--- config.mk ---
export PLATFORM = sky130hd
export DESIGN_NAME = tbid_decoder
export DESIGN_NICKNAME = d
export VERILOG_FILES = /design/src/hw/tbid_pkg.sv /design/src/hw/tbid_decoder.sv /design/src/hw/tbid_field_split.sv
export SDC_FILE = /design/constraint.sdc
export NUM_CORES = 1
export LEC_CHECK = 0
export BUFFER_PORTS_ARGS = -buffer_cell sky130_fd_sc_hd__buf_4
export CAP_MARGIN = 15
export CORE_ASPECT_RATIO = 0.8
export CORE_UTILIZATION = 41
export DETAILED_ROUTE_END_ITERATION = 12
export PLACE_DENSITY = 0.76
export RECOVER_POWER = 25
export SETUP_SLACK_MARGIN = 0.3
export SLEW_MARGIN = 20
export SYNTH_ARGS = -nofsm -noshare
export SYNTH_HDL_FRONTEND = slang
export SYNTH_SLANG_ARGS = --single-unit
export TNS_END_PERCENT = 10
--- constraint.sdc ---
create_clock -name ref_clk_in -period 2 [get_ports ref_clk_in]
set_clock_uncertainty 0.1 [all_clocks]
set_input_delay 0.3 -clock ref_clk_in [delete_from_list [all_inputs] [get_ports ref_clk_in]]
set_output_delay 0.3 -clock ref_clk_in [all_outputs]
set_load 0.02 [all_outputs]
--- src/hw/tbid_pkg.sv ---
// Package for the twelve-bit instruction decoder: fields, codes, types
package tbid_pkg;

   // ****************************************************************
   // Word layout
   // ****************************************************************
   localparam int WORD_W     = 12;
   localparam int FILE_W     = 5;
   localparam int LIT_W      = 8;
   localparam int TARGET_W   = 9;
   localparam int BITNUM_W   = 3;
   localparam int BYTE_OP_HI = 11;
   localparam int BYTE_OP_LO = 6;
   localparam int DEST_POS   = 5;
   localparam int BIT_OP_HI  = 11;
   localparam int BIT_OP_LO  = 8;
   localparam int BITNUM_HI  = 7;
   localparam int BITNUM_LO  = 5;
   localparam int BRANCH_HI  = 11;
   localparam int BRANCH_LO  = 9;

   // ****************************************************************
   // Sequencing
   // ****************************************************************
   localparam int         PHASES     = 4;
   localparam logic [1:0] PHASE_LAST = 2'h3;

   // ****************************************************************
   // Byte-oriented codes (bits 11:6)
   // ****************************************************************
   localparam logic [5:0] OP_ADD   = 6'h07;
   localparam logic [5:0] OP_SUB   = 6'h02;
   localparam logic [5:0] OP_AND   = 6'h05;
   localparam logic [5:0] OP_OR    = 6'h04;
   localparam logic [5:0] OP_XOR   = 6'h06;
   localparam logic [5:0] OP_COM   = 6'h09;
   localparam logic [5:0] OP_DEC   = 6'h03;
   localparam logic [5:0] OP_INC   = 6'h0a;
   localparam logic [5:0] OP_MOV   = 6'h08;
   localparam logic [5:0] OP_DECSZ = 6'h0b;
   localparam logic [5:0] OP_INCSZ = 6'h0f;
   localparam logic [5:0] OP_RL    = 6'h0d;
   localparam logic [5:0] OP_RR    = 6'h0c;
   localparam logic [5:0] OP_SWAP  = 6'h0e;
   localparam logic [5:0] OP_MISC  = 6'h00;
   localparam logic [5:0] OP_CLR   = 6'h01;

   // ****************************************************************
   // Bit, literal and control codes (bits 11:8 or 11:9)
   // ****************************************************************
   localparam logic [3:0] OP_BCLR  = 4'h4;
   localparam logic [3:0] OP_BSET  = 4'h5;
   localparam logic [3:0] OP_BTSC  = 4'h6;
   localparam logic [3:0] OP_BTSS  = 4'h7;
   localparam logic [3:0] OP_ANDL  = 4'he;
   localparam logic [3:0] OP_ORL   = 4'hd;
   localparam logic [3:0] OP_XORL  = 4'hf;
   localparam logic [3:0] OP_LOADL = 4'hc;
   localparam logic [3:0] OP_CALL  = 4'h9;
   localparam logic [3:0] OP_RETL  = 4'h8;
   localparam logic [2:0] OP_LONG_BRANCH  = 3'h5;

   // ****************************************************************
   // Fixed words
   // ****************************************************************
   localparam logic [11:0] W_NOP    = 12'h000;
   localparam logic [11:0] W_CLRACC = 12'h040;
   localparam logic [11:0] W_OPTION = 12'h002;
   localparam logic [11:0] W_SLEEP  = 12'h003;
   localparam logic [11:0] W_WDTCLR = 12'h004;
   localparam logic [8:0]  W_LOAD_DIRECTION_LATCH_HI = 9'h000;
   localparam logic [2:0]  LOAD_DIRECTION_LATCH_P1  = 3'h5;
   localparam logic [2:0]  LOAD_DIRECTION_LATCH_P3  = 3'h7;
   localparam logic [4:0]  TIMER_ADDR = 5'h01;
   localparam logic [4:0]  PC_ADDR    = 5'h02;

   // ****************************************************************
   // Types
   // ****************************************************************
   typedef enum logic [3:0] {
      ALU_PASS_F, ALU_PASS_W, ALU_ADD, ALU_SUB, ALU_AND, ALU_OR,
      ALU_XOR, ALU_COM, ALU_DEC, ALU_INC, ALU_RL, ALU_RR, ALU_SWAP,
      ALU_ZERO, ALU_BCLR, ALU_BSET
   } tbid_alu_e;

   typedef enum logic [2:0] {
      PC_SEQ, PC_BRANCH, PC_CALL, PC_RETURN, PC_WRITE_FILE
   } tbid_pc_e;

   typedef struct packed {
      logic [4:0] file_addr;
      logic [2:0] bit_num;
      logic [7:0] literal;
      logic [8:0] target;
      logic       dest_file;
   } tbid_fields_s;

   typedef struct packed {
      tbid_alu_e  alu_op;
      logic       lit_src;
      logic       write_acc;
      logic       write_file;
      logic       upd_c;
      logic       upd_dc;
      logic       upd_z;
      logic       skip_on_zero;
      logic       skip_if_clear;
      logic       skip_if_set;
      tbid_pc_e   pc_act;
      logic       load_option;
      logic       enter_standby;
      logic       clear_watchdog;
      logic       load_load_direction_latch;
      logic       read_pins;
      logic       clear_prescaler;
      logic       illegal;
   } tbid_ctrl_s;

endpackage

--- src/hw/tbid_decoder.sv ---
// Instruction decoder and cycle sequencer for the twelve-bit core
module tbid_decoder
   import tbid_pkg::*;
(
   input  wire logic              ref_clk_in,
   input  wire logic              arst_n_in,
   input  wire logic [11:0]       instr_in,
   input  wire logic              zero_result_in,
   input  wire logic              tested_bit_in,
   input  wire logic              prescaler_on_timer_in,
   input  wire logic              file_is_port_in,
   output logic                   fetch_out,
   output logic [1:0]             phase_out,
   output logic                   cycle_end_out,
   output tbid_ctrl_s             ctrl_out,
   output tbid_fields_s           fields_out,
   output logic                   pc_bit8_clear_out,
   output logic [1:0]             load_direction_latch_port_out,
   output logic                   flush_out
);

   // ****************************************************************
   // Clock phases
   // ****************************************************************
   logic [1:0]   phase;
   logic         second_cycle;
   logic [11:0]  ir;
   logic         phase_wrap;
   logic         next_second;

   assign phase_wrap = (phase == PHASE_LAST);

   always_ff @(posedge ref_clk_in or negedge arst_n_in)
   begin
      if (!arst_n_in)
         phase <= 2'h0;
      else
         phase <= phase + 2'h1;
   end

   // ****************************************************************
   // Field split and opcode views
   // ****************************************************************
   tbid_fields_s fields;

   tbid_field_split u_split
   (
      .word_in    (ir),
      .fields_out (fields)
   );

   logic [5:0] byte_op;
   logic [3:0] nib_op;
   logic [2:0] br_op;

   assign byte_op = ir[BYTE_OP_HI:BYTE_OP_LO];
   assign nib_op  = ir[BIT_OP_HI:BIT_OP_LO];
   assign br_op   = ir[BRANCH_HI:BRANCH_LO];

   // ****************************************************************
   // Decode
   // ****************************************************************
   function automatic tbid_ctrl_s dec_word(input logic [11:0] w);
      tbid_ctrl_s c;
      logic [5:0] bo;
      logic [3:0] no;
      logic       d;
      c         = '0;
      c.alu_op  = ALU_PASS_F;
      c.pc_act  = PC_SEQ;
      bo        = w[BYTE_OP_HI:BYTE_OP_LO];
      no        = w[BIT_OP_HI:BIT_OP_LO];
      d         = w[DEST_POS];
      // Byte-oriented results follow the destination bit
      c.write_acc  = !d;
      c.write_file = d;
      unique case (bo)
         OP_ADD:   begin c.alu_op = ALU_ADD;  c.upd_c = 1'b1;
                   c.upd_dc = 1'b1; c.upd_z = 1'b1; end
         OP_SUB:   begin c.alu_op = ALU_SUB;  c.upd_c = 1'b1;
                   c.upd_dc = 1'b1; c.upd_z = 1'b1; end
         OP_AND:   begin c.alu_op = ALU_AND;  c.upd_z = 1'b1; end
         OP_OR:    begin c.alu_op = ALU_OR;   c.upd_z = 1'b1; end
         OP_XOR:   begin c.alu_op = ALU_XOR;  c.upd_z = 1'b1; end
         OP_COM:   begin c.alu_op = ALU_COM;  c.upd_z = 1'b1; end
         OP_DEC:   begin c.alu_op = ALU_DEC;  c.upd_z = 1'b1; end
         OP_INC:   begin c.alu_op = ALU_INC;  c.upd_z = 1'b1; end
         OP_MOV:   begin c.alu_op = ALU_PASS_F; c.upd_z = 1'b1; end
         OP_RL:    begin c.alu_op = ALU_RL;   c.upd_c = 1'b1; end
         OP_RR:    begin c.alu_op = ALU_RR;   c.upd_c = 1'b1; end
         OP_SWAP:  c.alu_op = ALU_SWAP;
         OP_DECSZ: begin c.alu_op = ALU_DEC;
                   c.skip_on_zero = 1'b1; end
         OP_INCSZ: begin c.alu_op = ALU_INC;
                   c.skip_on_zero = 1'b1; end
         OP_CLR:
         begin
            // Destination bit picks clear-file or the one clear-acc word
            c.alu_op = ALU_ZERO;
            if (d)
               c.upd_z = 1'b1;
            else if (w == W_CLRACC)
               c.upd_z = 1'b1;
            else
               c.illegal = 1'b1;
         end
         OP_MISC:
         begin
            c.write_acc = 1'b0;
            if (d)
               c.alu_op = ALU_PASS_W;
            else if (w == W_OPTION)
               c.load_option = 1'b1;
            else if (w == W_SLEEP)
               c.enter_standby = 1'b1;
            else if (w == W_WDTCLR)
               c.clear_watchdog = 1'b1;
            else if (w[11:3] == W_LOAD_DIRECTION_LATCH_HI && w[2:0] >= LOAD_DIRECTION_LATCH_P1)
               c.load_load_direction_latch = 1'b1;
            else if (w != W_NOP)
               c.illegal = 1'b1;
         end
         default:
         begin
            c.write_acc  = 1'b0;
            c.write_file = 1'b0;
            unique case (no)
               OP_BCLR:  begin c.alu_op = ALU_BCLR;
                         c.write_file = 1'b1; end
               OP_BSET:  begin c.alu_op = ALU_BSET;
                         c.write_file = 1'b1; end
               OP_BTSC:  c.skip_if_clear = 1'b1;
               OP_BTSS:  c.skip_if_set = 1'b1;
               OP_ANDL:  begin c.alu_op = ALU_AND; c.lit_src = 1'b1;
                         c.write_acc = 1'b1; c.upd_z = 1'b1; end
               OP_ORL:   begin c.alu_op = ALU_OR; c.lit_src = 1'b1;
                         c.write_acc = 1'b1; c.upd_z = 1'b1; end
               OP_XORL:  begin c.alu_op = ALU_XOR; c.lit_src = 1'b1;
                         c.write_acc = 1'b1; c.upd_z = 1'b1; end
               OP_LOADL: begin c.alu_op = ALU_PASS_F; c.lit_src = 1'b1;
                         c.write_acc = 1'b1; end
               OP_CALL:  c.pc_act = PC_CALL;
               OP_RETL:  begin c.pc_act = PC_RETURN;
                         c.alu_op = ALU_PASS_F; c.lit_src = 1'b1;
                         c.write_acc = 1'b1; end
               default:
                  if (w[BRANCH_HI:BRANCH_LO] == OP_LONG_BRANCH)
                     c.pc_act = PC_BRANCH;
                  else
                     c.illegal = 1'b1;
            endcase
         end
      endcase
      if (c.illegal)
      begin
         c.write_acc  = 1'b0;
         c.write_file = 1'b0;
      end
      return c;
   endfunction

   tbid_ctrl_s raw_ctrl;
   tbid_ctrl_s ctrl;
   logic       targets_timer;
   logic       writes_pc_file;
   logic       is_port_rmw;

   assign raw_ctrl = dec_word(ir);
   assign targets_timer = (fields.file_addr == TIMER_ADDR)
                          && raw_ctrl.write_file;
   // A file write to the PC register makes it a computed jump
   assign writes_pc_file = raw_ctrl.write_file
                           && (fields.file_addr == PC_ADDR);
   // Reads of a port that feed a write back to it see pin levels
   assign is_port_rmw = file_is_port_in && raw_ctrl.write_file
                        && (raw_ctrl.alu_op != ALU_PASS_W)
                        && (raw_ctrl.alu_op != ALU_ZERO);

   always_comb
   begin
      ctrl = raw_ctrl;
      ctrl.read_pins = is_port_rmw;
      ctrl.clear_prescaler = targets_timer
                             && prescaler_on_timer_in;
      if (writes_pc_file)
         ctrl.pc_act = PC_WRITE_FILE;
   end

   // ****************************************************************
   // Two-cycle decisions
   // ****************************************************************
   logic skip_taken;
   logic pc_changed;
   logic needs_second;

   assign skip_taken = (ctrl.skip_on_zero && zero_result_in)
                       || (ctrl.skip_if_clear && !tested_bit_in)
                       || (ctrl.skip_if_set && tested_bit_in);
   assign pc_changed = (ctrl.pc_act != PC_SEQ);
   assign needs_second = !second_cycle
                         && (skip_taken || pc_changed);
   assign next_second = phase_wrap ? needs_second : second_cycle;

   always_ff @(posedge ref_clk_in or negedge arst_n_in)
   begin
      if (!arst_n_in)
         second_cycle <= 1'b0;
      else
         second_cycle <= next_second;
   end

   // Second cycle executes a flushed slot; the word is a no-op then
   always_ff @(posedge ref_clk_in or negedge arst_n_in)
   begin
      if (!arst_n_in)
         ir <= W_NOP;
      else if (phase_wrap)
         ir <= next_second ? W_NOP : instr_in;
   end

   // ****************************************************************
   // Outputs
   // ****************************************************************
   assign fetch_out         = phase_wrap && !next_second;
   assign phase_out         = phase;
   assign cycle_end_out     = phase_wrap;
   assign ctrl_out          = ctrl;
   assign fields_out        = fields;
   assign pc_bit8_clear_out = (ctrl.pc_act == PC_CALL)
                              || (ctrl.pc_act == PC_RETURN)
                              || (ctrl.pc_act == PC_WRITE_FILE);
   assign load_direction_latch_port_out     = 2'(ir[2:0] - LOAD_DIRECTION_LATCH_P1);
   assign flush_out         = second_cycle;

endmodule

--- src/hw/tbid_field_split.sv ---
// Field extraction for one twelve-bit instruction word
module tbid_field_split
   import tbid_pkg::*;
(
   input  wire logic [11:0] word_in,
   output tbid_fields_s     fields_out
);

   assign fields_out.file_addr = word_in[FILE_W-1:0];
   assign fields_out.dest_file = word_in[DEST_POS];
   assign fields_out.bit_num   = word_in[BITNUM_HI:BITNUM_LO];
   assign fields_out.literal   = word_in[LIT_W-1:0];
   assign fields_out.target    = word_in[TARGET_W-1:0];

endmodule

=== After elaboration in Yosys (flattened, before gate mapping) ===
Index checks and enable logic that the tools add are counted.

* Add/subtract/negate cells: 2
* Magnitude comparators: 1
* Equal/unequal tests: 38
* Multiplexer cells: 44
* Reduce and logical (&&, ||, !) cells: 40

{| class="wikitable"
|+ Operators with widths
! cell !! count
|-
| $pmux 4 s14 || 1
|-
| $eq 6x4->1 const B || 8
|-
| $mux 1 || 29
|-
| $eq 12x2->1 const B || 2
|-
| $eq 4x4->1 const B || 6
|-
| $eq 6x3->1 const B || 4
|-
| $pmux 4 s5 || 1
|-
| $eq 4x3->1 const B || 4
|-
| $reduce_or 16->1 || 1
|-
| $reduce_or 15->1 || 1
|-
| $reduce_or 14->1 || 1
|-
| $eq 12x3->1 const B || 1
|-
| $eq 12x7->1 const B || 1
|-
| $eq 6x2->1 const B || 2
|-
| $logic_and 1x1->1 || 12
|-
| $mux 12 || 1
|-
| $reduce_bool 12->1 || 1
|-
| $reduce_or 10->1 || 1
|-
| $reduce_or 2->1 || 5
|-
| $logic_not 9->1 || 1
|-
| $pmux 3 s3 || 1
|-
| $reduce_or 9->1 || 1
|-
| $mux 4 || 2
|-
| $reduce_or 8->1 || 1
|-
| 24 further kinds || 37
|}

* Register bits after elaboration: 15

=== Depth between registers and ports, before layout ===
* Depth after elaboration: 17
* Mapped depth: 7
* Gate-level depth less buffers: 6

=== Hierarchy ===
Synthesis repeated with hierarchy kept, for this count alone.

* Cell total of the unflattened synthesis: 177
* Area total of the unflattened synthesis: 1365.1 sq um

{| class="wikitable"
|+ By module, submodules not included
! module !! times used !! cells an instance !! area each (sq um) !! seq. area each (sq um)
|-
| tbid_decoder || 1 || 151 || 1169.9 || 375.4
|-
| tbid_field_split || 1 || 26 || 195.2 || 0.0
|}

=== Worst setup path after synthesis ===
Ideal clock, no wire load.

* Kind: flip-flop to output port
* Start: reg ir[0]
* End: out fetch_out
* Data arrival time: 1.924 ns
* Data required time: 1.600 ns
* Setup slack: -0.324 ns
* Cell stages (with the launch flop): 7
* Path buffers: 0
* Cells stage by stage: dfrtp_1 -> inv_1 -> ha_1 -> or4b_4 -> a211oi_4 -> o41a_4 -> nor2b_1

* Word-level cells in the longest chain between the ends: 17
* Elaborated cells on any way between the ends: 26
* Those cells by class: order compare (1); eq/ne (5); mux (12); reduce/logical (8)

{| class="wikitable"
|+ Ends and longest elaborated chain
! element !! RTL line !! RTL
|-
| start: declaration || tbid_decoder.sv:27 || <nowiki>logic [11:0] ir;</nowiki>
|-
| start signal: assignment || tbid_decoder.sv:218 || <nowiki>ir <= next_second ? W_NOP : instr_in;</nowiki>
|-
| $ge 3x3->1 or $reduce_bool 12->1 (tied branches) || tbid_decoder.sv:118, tbid_decoder.sv:120 ||
|-
| $logic_and 1x1->1 or $mux 1 (tied branches) || tbid_decoder.sv:118, tbid_decoder.sv:120 ||
|-
| $mux 1 || tbid_decoder.sv:118 || <nowiki>else if (w[11:3] == W_LOAD_DIRECTION_LATCH_HI && w[2:0] >= LOAD_DIRECTION_LATCH_P1)</nowiki>
|-
| $mux 1 || tbid_decoder.sv:116 || <nowiki>else if (w == W_WDTCLR)</nowiki>
|-
| $mux 1 || tbid_decoder.sv:114 || <nowiki>else if (w == W_SLEEP)</nowiki>
|-
| $mux 1 || tbid_decoder.sv:112 || <nowiki>else if (w == W_OPTION)</nowiki>
|-
| $mux 1 || tbid_decoder.sv:110 || <nowiki>if (d)</nowiki>
|-
| $pmux 1 s3 || tbid_decoder.sv:77 || <nowiki>unique case (bo)</nowiki>
|-
| [... 2 more ...] || - ||
|-
| via writes_pc_file || tbid_decoder.sv:165 || <nowiki>logic writes_pc_file;</nowiki>
|-
| $mux 3 * || tbid_decoder.sv:185 || <nowiki>if (writes_pc_file)</nowiki>
|-
| $reduce_bool 3->1 * || tbid_decoder.sv:199 || <nowiki>assign pc_changed = (ctrl.pc_act != PC_SEQ);</nowiki>
|-
| $logic_or 1x1->1 * || tbid_decoder.sv:201 || <nowiki>&& (skip_taken || pc_changed);</nowiki>
|-
| $logic_and 1x1->1 * || tbid_decoder.sv:201 ||
|-
| $mux 1 * || tbid_decoder.sv:202 || <nowiki>assign next_second = phase_wrap ? needs_second : second_cycle;</nowiki>
|-
| $logic_not 1->1 * || tbid_decoder.sv:224 || <nowiki>assign fetch_out = phase_wrap && !next_second;</nowiki>
|-
| $logic_and 1x1->1 * || tbid_decoder.sv:224 ||
|-
| end: declaration || tbid_decoder.sv:12 || <nowiki>output logic fetch_out,</nowiki>
|}

The timed path passes the listed nets; every way through them passes the cells marked *.

==> impl_metrics.csv <==
group,metric,value,unit
run_status,status,"complete, but fails checks",
run_status,failed_checks,"negative setup slack",
global_routing,grt_max_degree,20,
synth,yosysTopAreaCellShare,0.258,
min_path,hold_class,"primary input to flop",
global_routing,grt_overflow,0,
synth,postSynthCellCount,190,
routing,wl_per_cell,13.6,um
place,io_buffer_count,74,
place,place_hpwl,3190,um
routing,drc,0,
timing,report.final.hold_viol_count,0,
synth,avgSynthCellArea,7.66,um2
critical_path,cp.arrival,1.95,ns
global_routing,antenna_found_initial,0,
synth,yosys_most_used_dff,"dfrtp_1",
synth,synthesis.area,1460,um2
place,place_congestion,0.881,
global_routing,grt_pass1_wl,6270,um
timing,tightestPinTransition,0.777,ns
clock_tree,cts_htree_levels,1,
pwr,p_per_area,1930,nW/um2
routing,drt_wl_total,4080,um
floorplanning,placement_rows,18,
clock_tree,worstSkewPairLatency,0.25,ns
timing,timing.final.crit_share,1.18,
finish,area_of_the_multi_input_gates,858,um2
routing,antenna_violating_nets_post_route,0,
finish,layout.core_utilization,0.706,
critical_path,worstRegToRegCells,7,
synth,yosysTopAreaCell,"dfrtp_1",
critical_path,setup.reg_to_reg.worst_slack,0.03,ns
timing,fmax,0.425,GHz
timing,slew_viols_final,0,
routing,drtIter0Drc,53,
timing,final_critical_path_time_including_i_o_delays_and_setup,2.35,ns
critical_path,worst_r2r_endpoint,"ir[8]$_DFFE_PN0P_",
synth,async_flop_share,1.00,
finish,nets,285,
synth,ys_seq_elements,15,
min_path,worst_hold_path_ep,"ir[0]$_DFFE_PN0P_",
finish,layout-drive-gt1-share,0.536,
synth,yosysWarnings,0,
min_path,min_path_cells,3,
critical_path,worstReg2RegStart,"ir[0]$_DFFE_PN0P_",
timing,final.setup.worst_slack,-0.351,ns
critical_path,setup.worst_path.class,"flop to output pin",
pwr,leakagePower,1.10,nW
critical_path,worst_setup_path_start_kind,"flop",
timing,setup-tns-final,-2.89,ns
clock_tree,worst_setup_hold_path_clk_slew,0.06,ns
run,timing.max_cap.violations,0,
place,dp_slack,-0.0536,ns
finish,syn2layout_area_growth,56.3,%
floorplanning,design.die.area,3790,um2
floorplanning,start_util,0.452,
synth,synth_sequential_area_ratio,0.258,
finish,reg_area,378,um2
floorplanning,io_pins,75,
min_path,hold_start,"instr_in[0]",
floorplanning,die_w,68.6,um
synth,synth.net_count,213,
critical_path,critical_path.endpoint_type,"output pin",
timing,rsz_0062_raised_after_global_routing,"yes",
synth,synth_enable_flop_cells,0,
finish,antenna-diode-count,0,
critical_path,maximum_fanout_along_the_worst_path,3,
synth,yosysUniqueCellTypes,43,
clock_tree,clockBufferDepth,2,
clock_tree,clock_tree.root_cell,"clkbuf_8",
timing,relSlewSlack,0.482,
clock_tree,cts_tree,"done",
floorplanning,core,3220,um2
synth,leading_post_synthesis_cells_by_cell_area,"dfrtp_1 (26%), buf_4 (14%), o22ai_1 (7.3%)",
pwr,fin_total_pwr,4.39,mW
clock_tree,cts_inserted_buffers,3,
routing,routed-via-count,1591,
routing,routed_via_density,5.29,
floorplanning,floorplan.die.height,55.3,um
routing,detailedRoute.firstPassIterationCount,4,
critical_path,cp.required,1.60,ns
clock_tree,clkSinkCount,15,
global_routing,overall_global_routing_resource_usage,0.218,
global_routing,grt_pass1_vias,1370,
finish,fill_cells,278,
timing,finalSetupViolCount,15,
pwr,vdd_drop_max,1.07,mV
==> cells in the final DEF, fill, tap and decap left out, drive strengths merged, types with 2 or more instances in the layout <==
cell type,synthesis,layout
dfrtp,15,15
nor3,6,6
o211ai,2,2
nand2b,4,4
buf,32,108
nor2b,3,3
nor2,13,13
nand3,3,3
nor4,2,2
a211oi,2,2
nand2,16,16
inv,16,15
nand3b,4,4
o22ai,17,17
clkbuf,11,4
a21oi,11,11
a21o,2,2
o21ai,8,8
ha,5,5
==> state kept, by name (all words and copies together), names as in the netlist <==
name / count
ir: 12
phase_out: 2
flush_out: 1
==> how the worst max path moves through the flow <==
| stage | from | to | slack, ns | cells past startpoint |
|---|---|---|---|---|
| after floorplan | ir[9]$_DFFE_PN0P_ | ctrl_out[13] | -0.09 | 4 |
| after global placement | ir[8]$_DFFE_PN0P_ | ctrl_out[0] | -0.04 | 5 |
| after detailed placement | ir[0]$_DFFE_PN0P_ | fetch_out | -0.05 | 7 |
| after CTS | ir[8]$_DFFE_PN0P_ | ctrl_out[3] | -0.31 | 5 |
| after global routing | ir[8]$_DFFE_PN0P_ | ctrl_out[3] | -0.41 | 5 |
| final | ir[8]$_DFFE_PN0P_ | ctrl_out[0] | -0.35 | 5 |
==> what timing repair did <==
item                                    4_1_cts  5_1_grt
hold buffers                                  1        0
endpoints found under the hold margin        15        0
setup buffers                                 0        0
pin swaps                                     5        5
endpoints found under the setup margin       38       39
gates resized for setup                      20       10
==> logic make-up (layout without fill, tap and decap cells) <==
group	count (synthesis)	in the layout	share of synthesized area
AND/OR/NAND/NOR	59	59	0.218
buffers and inverters	59	130	0.233
AO/OA/AOI/OAI	51	51	0.242
flip-flops	15	15	0.258
adder cells (fa/ha/maj)	5	5	0.0430
XOR/XNOR	1	1	0.00602
==> per-stage QoR <==
stage                     instances  hold slack, ns  instance area (um2)
after floorplan                 190         -0.0956                 1500
after global placement          296          0.0614                 2100
after detailed placement        296          0.0589                 2100
after CTS                       301           0.203                 2240
after global routing            301           0.209                 2270
final                           301           0.205                 2270
==> area by class of cell <==
type	count	area share
Multi-Input combinational cell	116	0.377
Inverter	16	0.0281
Clock inverter	1	0.00220
Timing Repair Buffer	110	0.386
Tap cell	40	0.0220
Sequential cell	15	0.166
Clock buffer	3	0.0182
==> per-layer routing <==
layer,global-route usage,part of all wire,vias to the layer above
li1,-,-,778
met1,0.315,0.43,730
met2,0.336,0.46,81
met3,0.0537,0.099,2
met4,0.0208,0.0037,0
met5,0,0,-
==> critical path, cell delays in order, from the launching register on <==
cell and delay (ns):
dfrtp_1 0.38, or4_4 0.57, or3_4 0.41, nor2b_4 0.12, a21o_1 0.11, buf_6 0.12
==> power breakdown <==
| group | internal (mW) | leakage, nW | switching, mW |
|---|---|---|---|
| clock | 0.138 | 0.0255 | 0.101 |
| combinational | 1.64 | 0.892 | 1.94 |
| sequential | 0.428 | 0.182 | 0.134 |
==> Yosys cell counts, types with 4 or more instances <==
cell type   n
a21oi_1    11
buf_4      28
clkbuf_1    9
dfrtp_1    15
ha_1        5
inv_1      16
nand2_1    16
nand2b_1    4
nand3b_1    4
nor2_1     13
nor3_1      6
o21ai_0     8
o22ai_1    17
No activity file was read; power rests on OpenSTA's default activity.
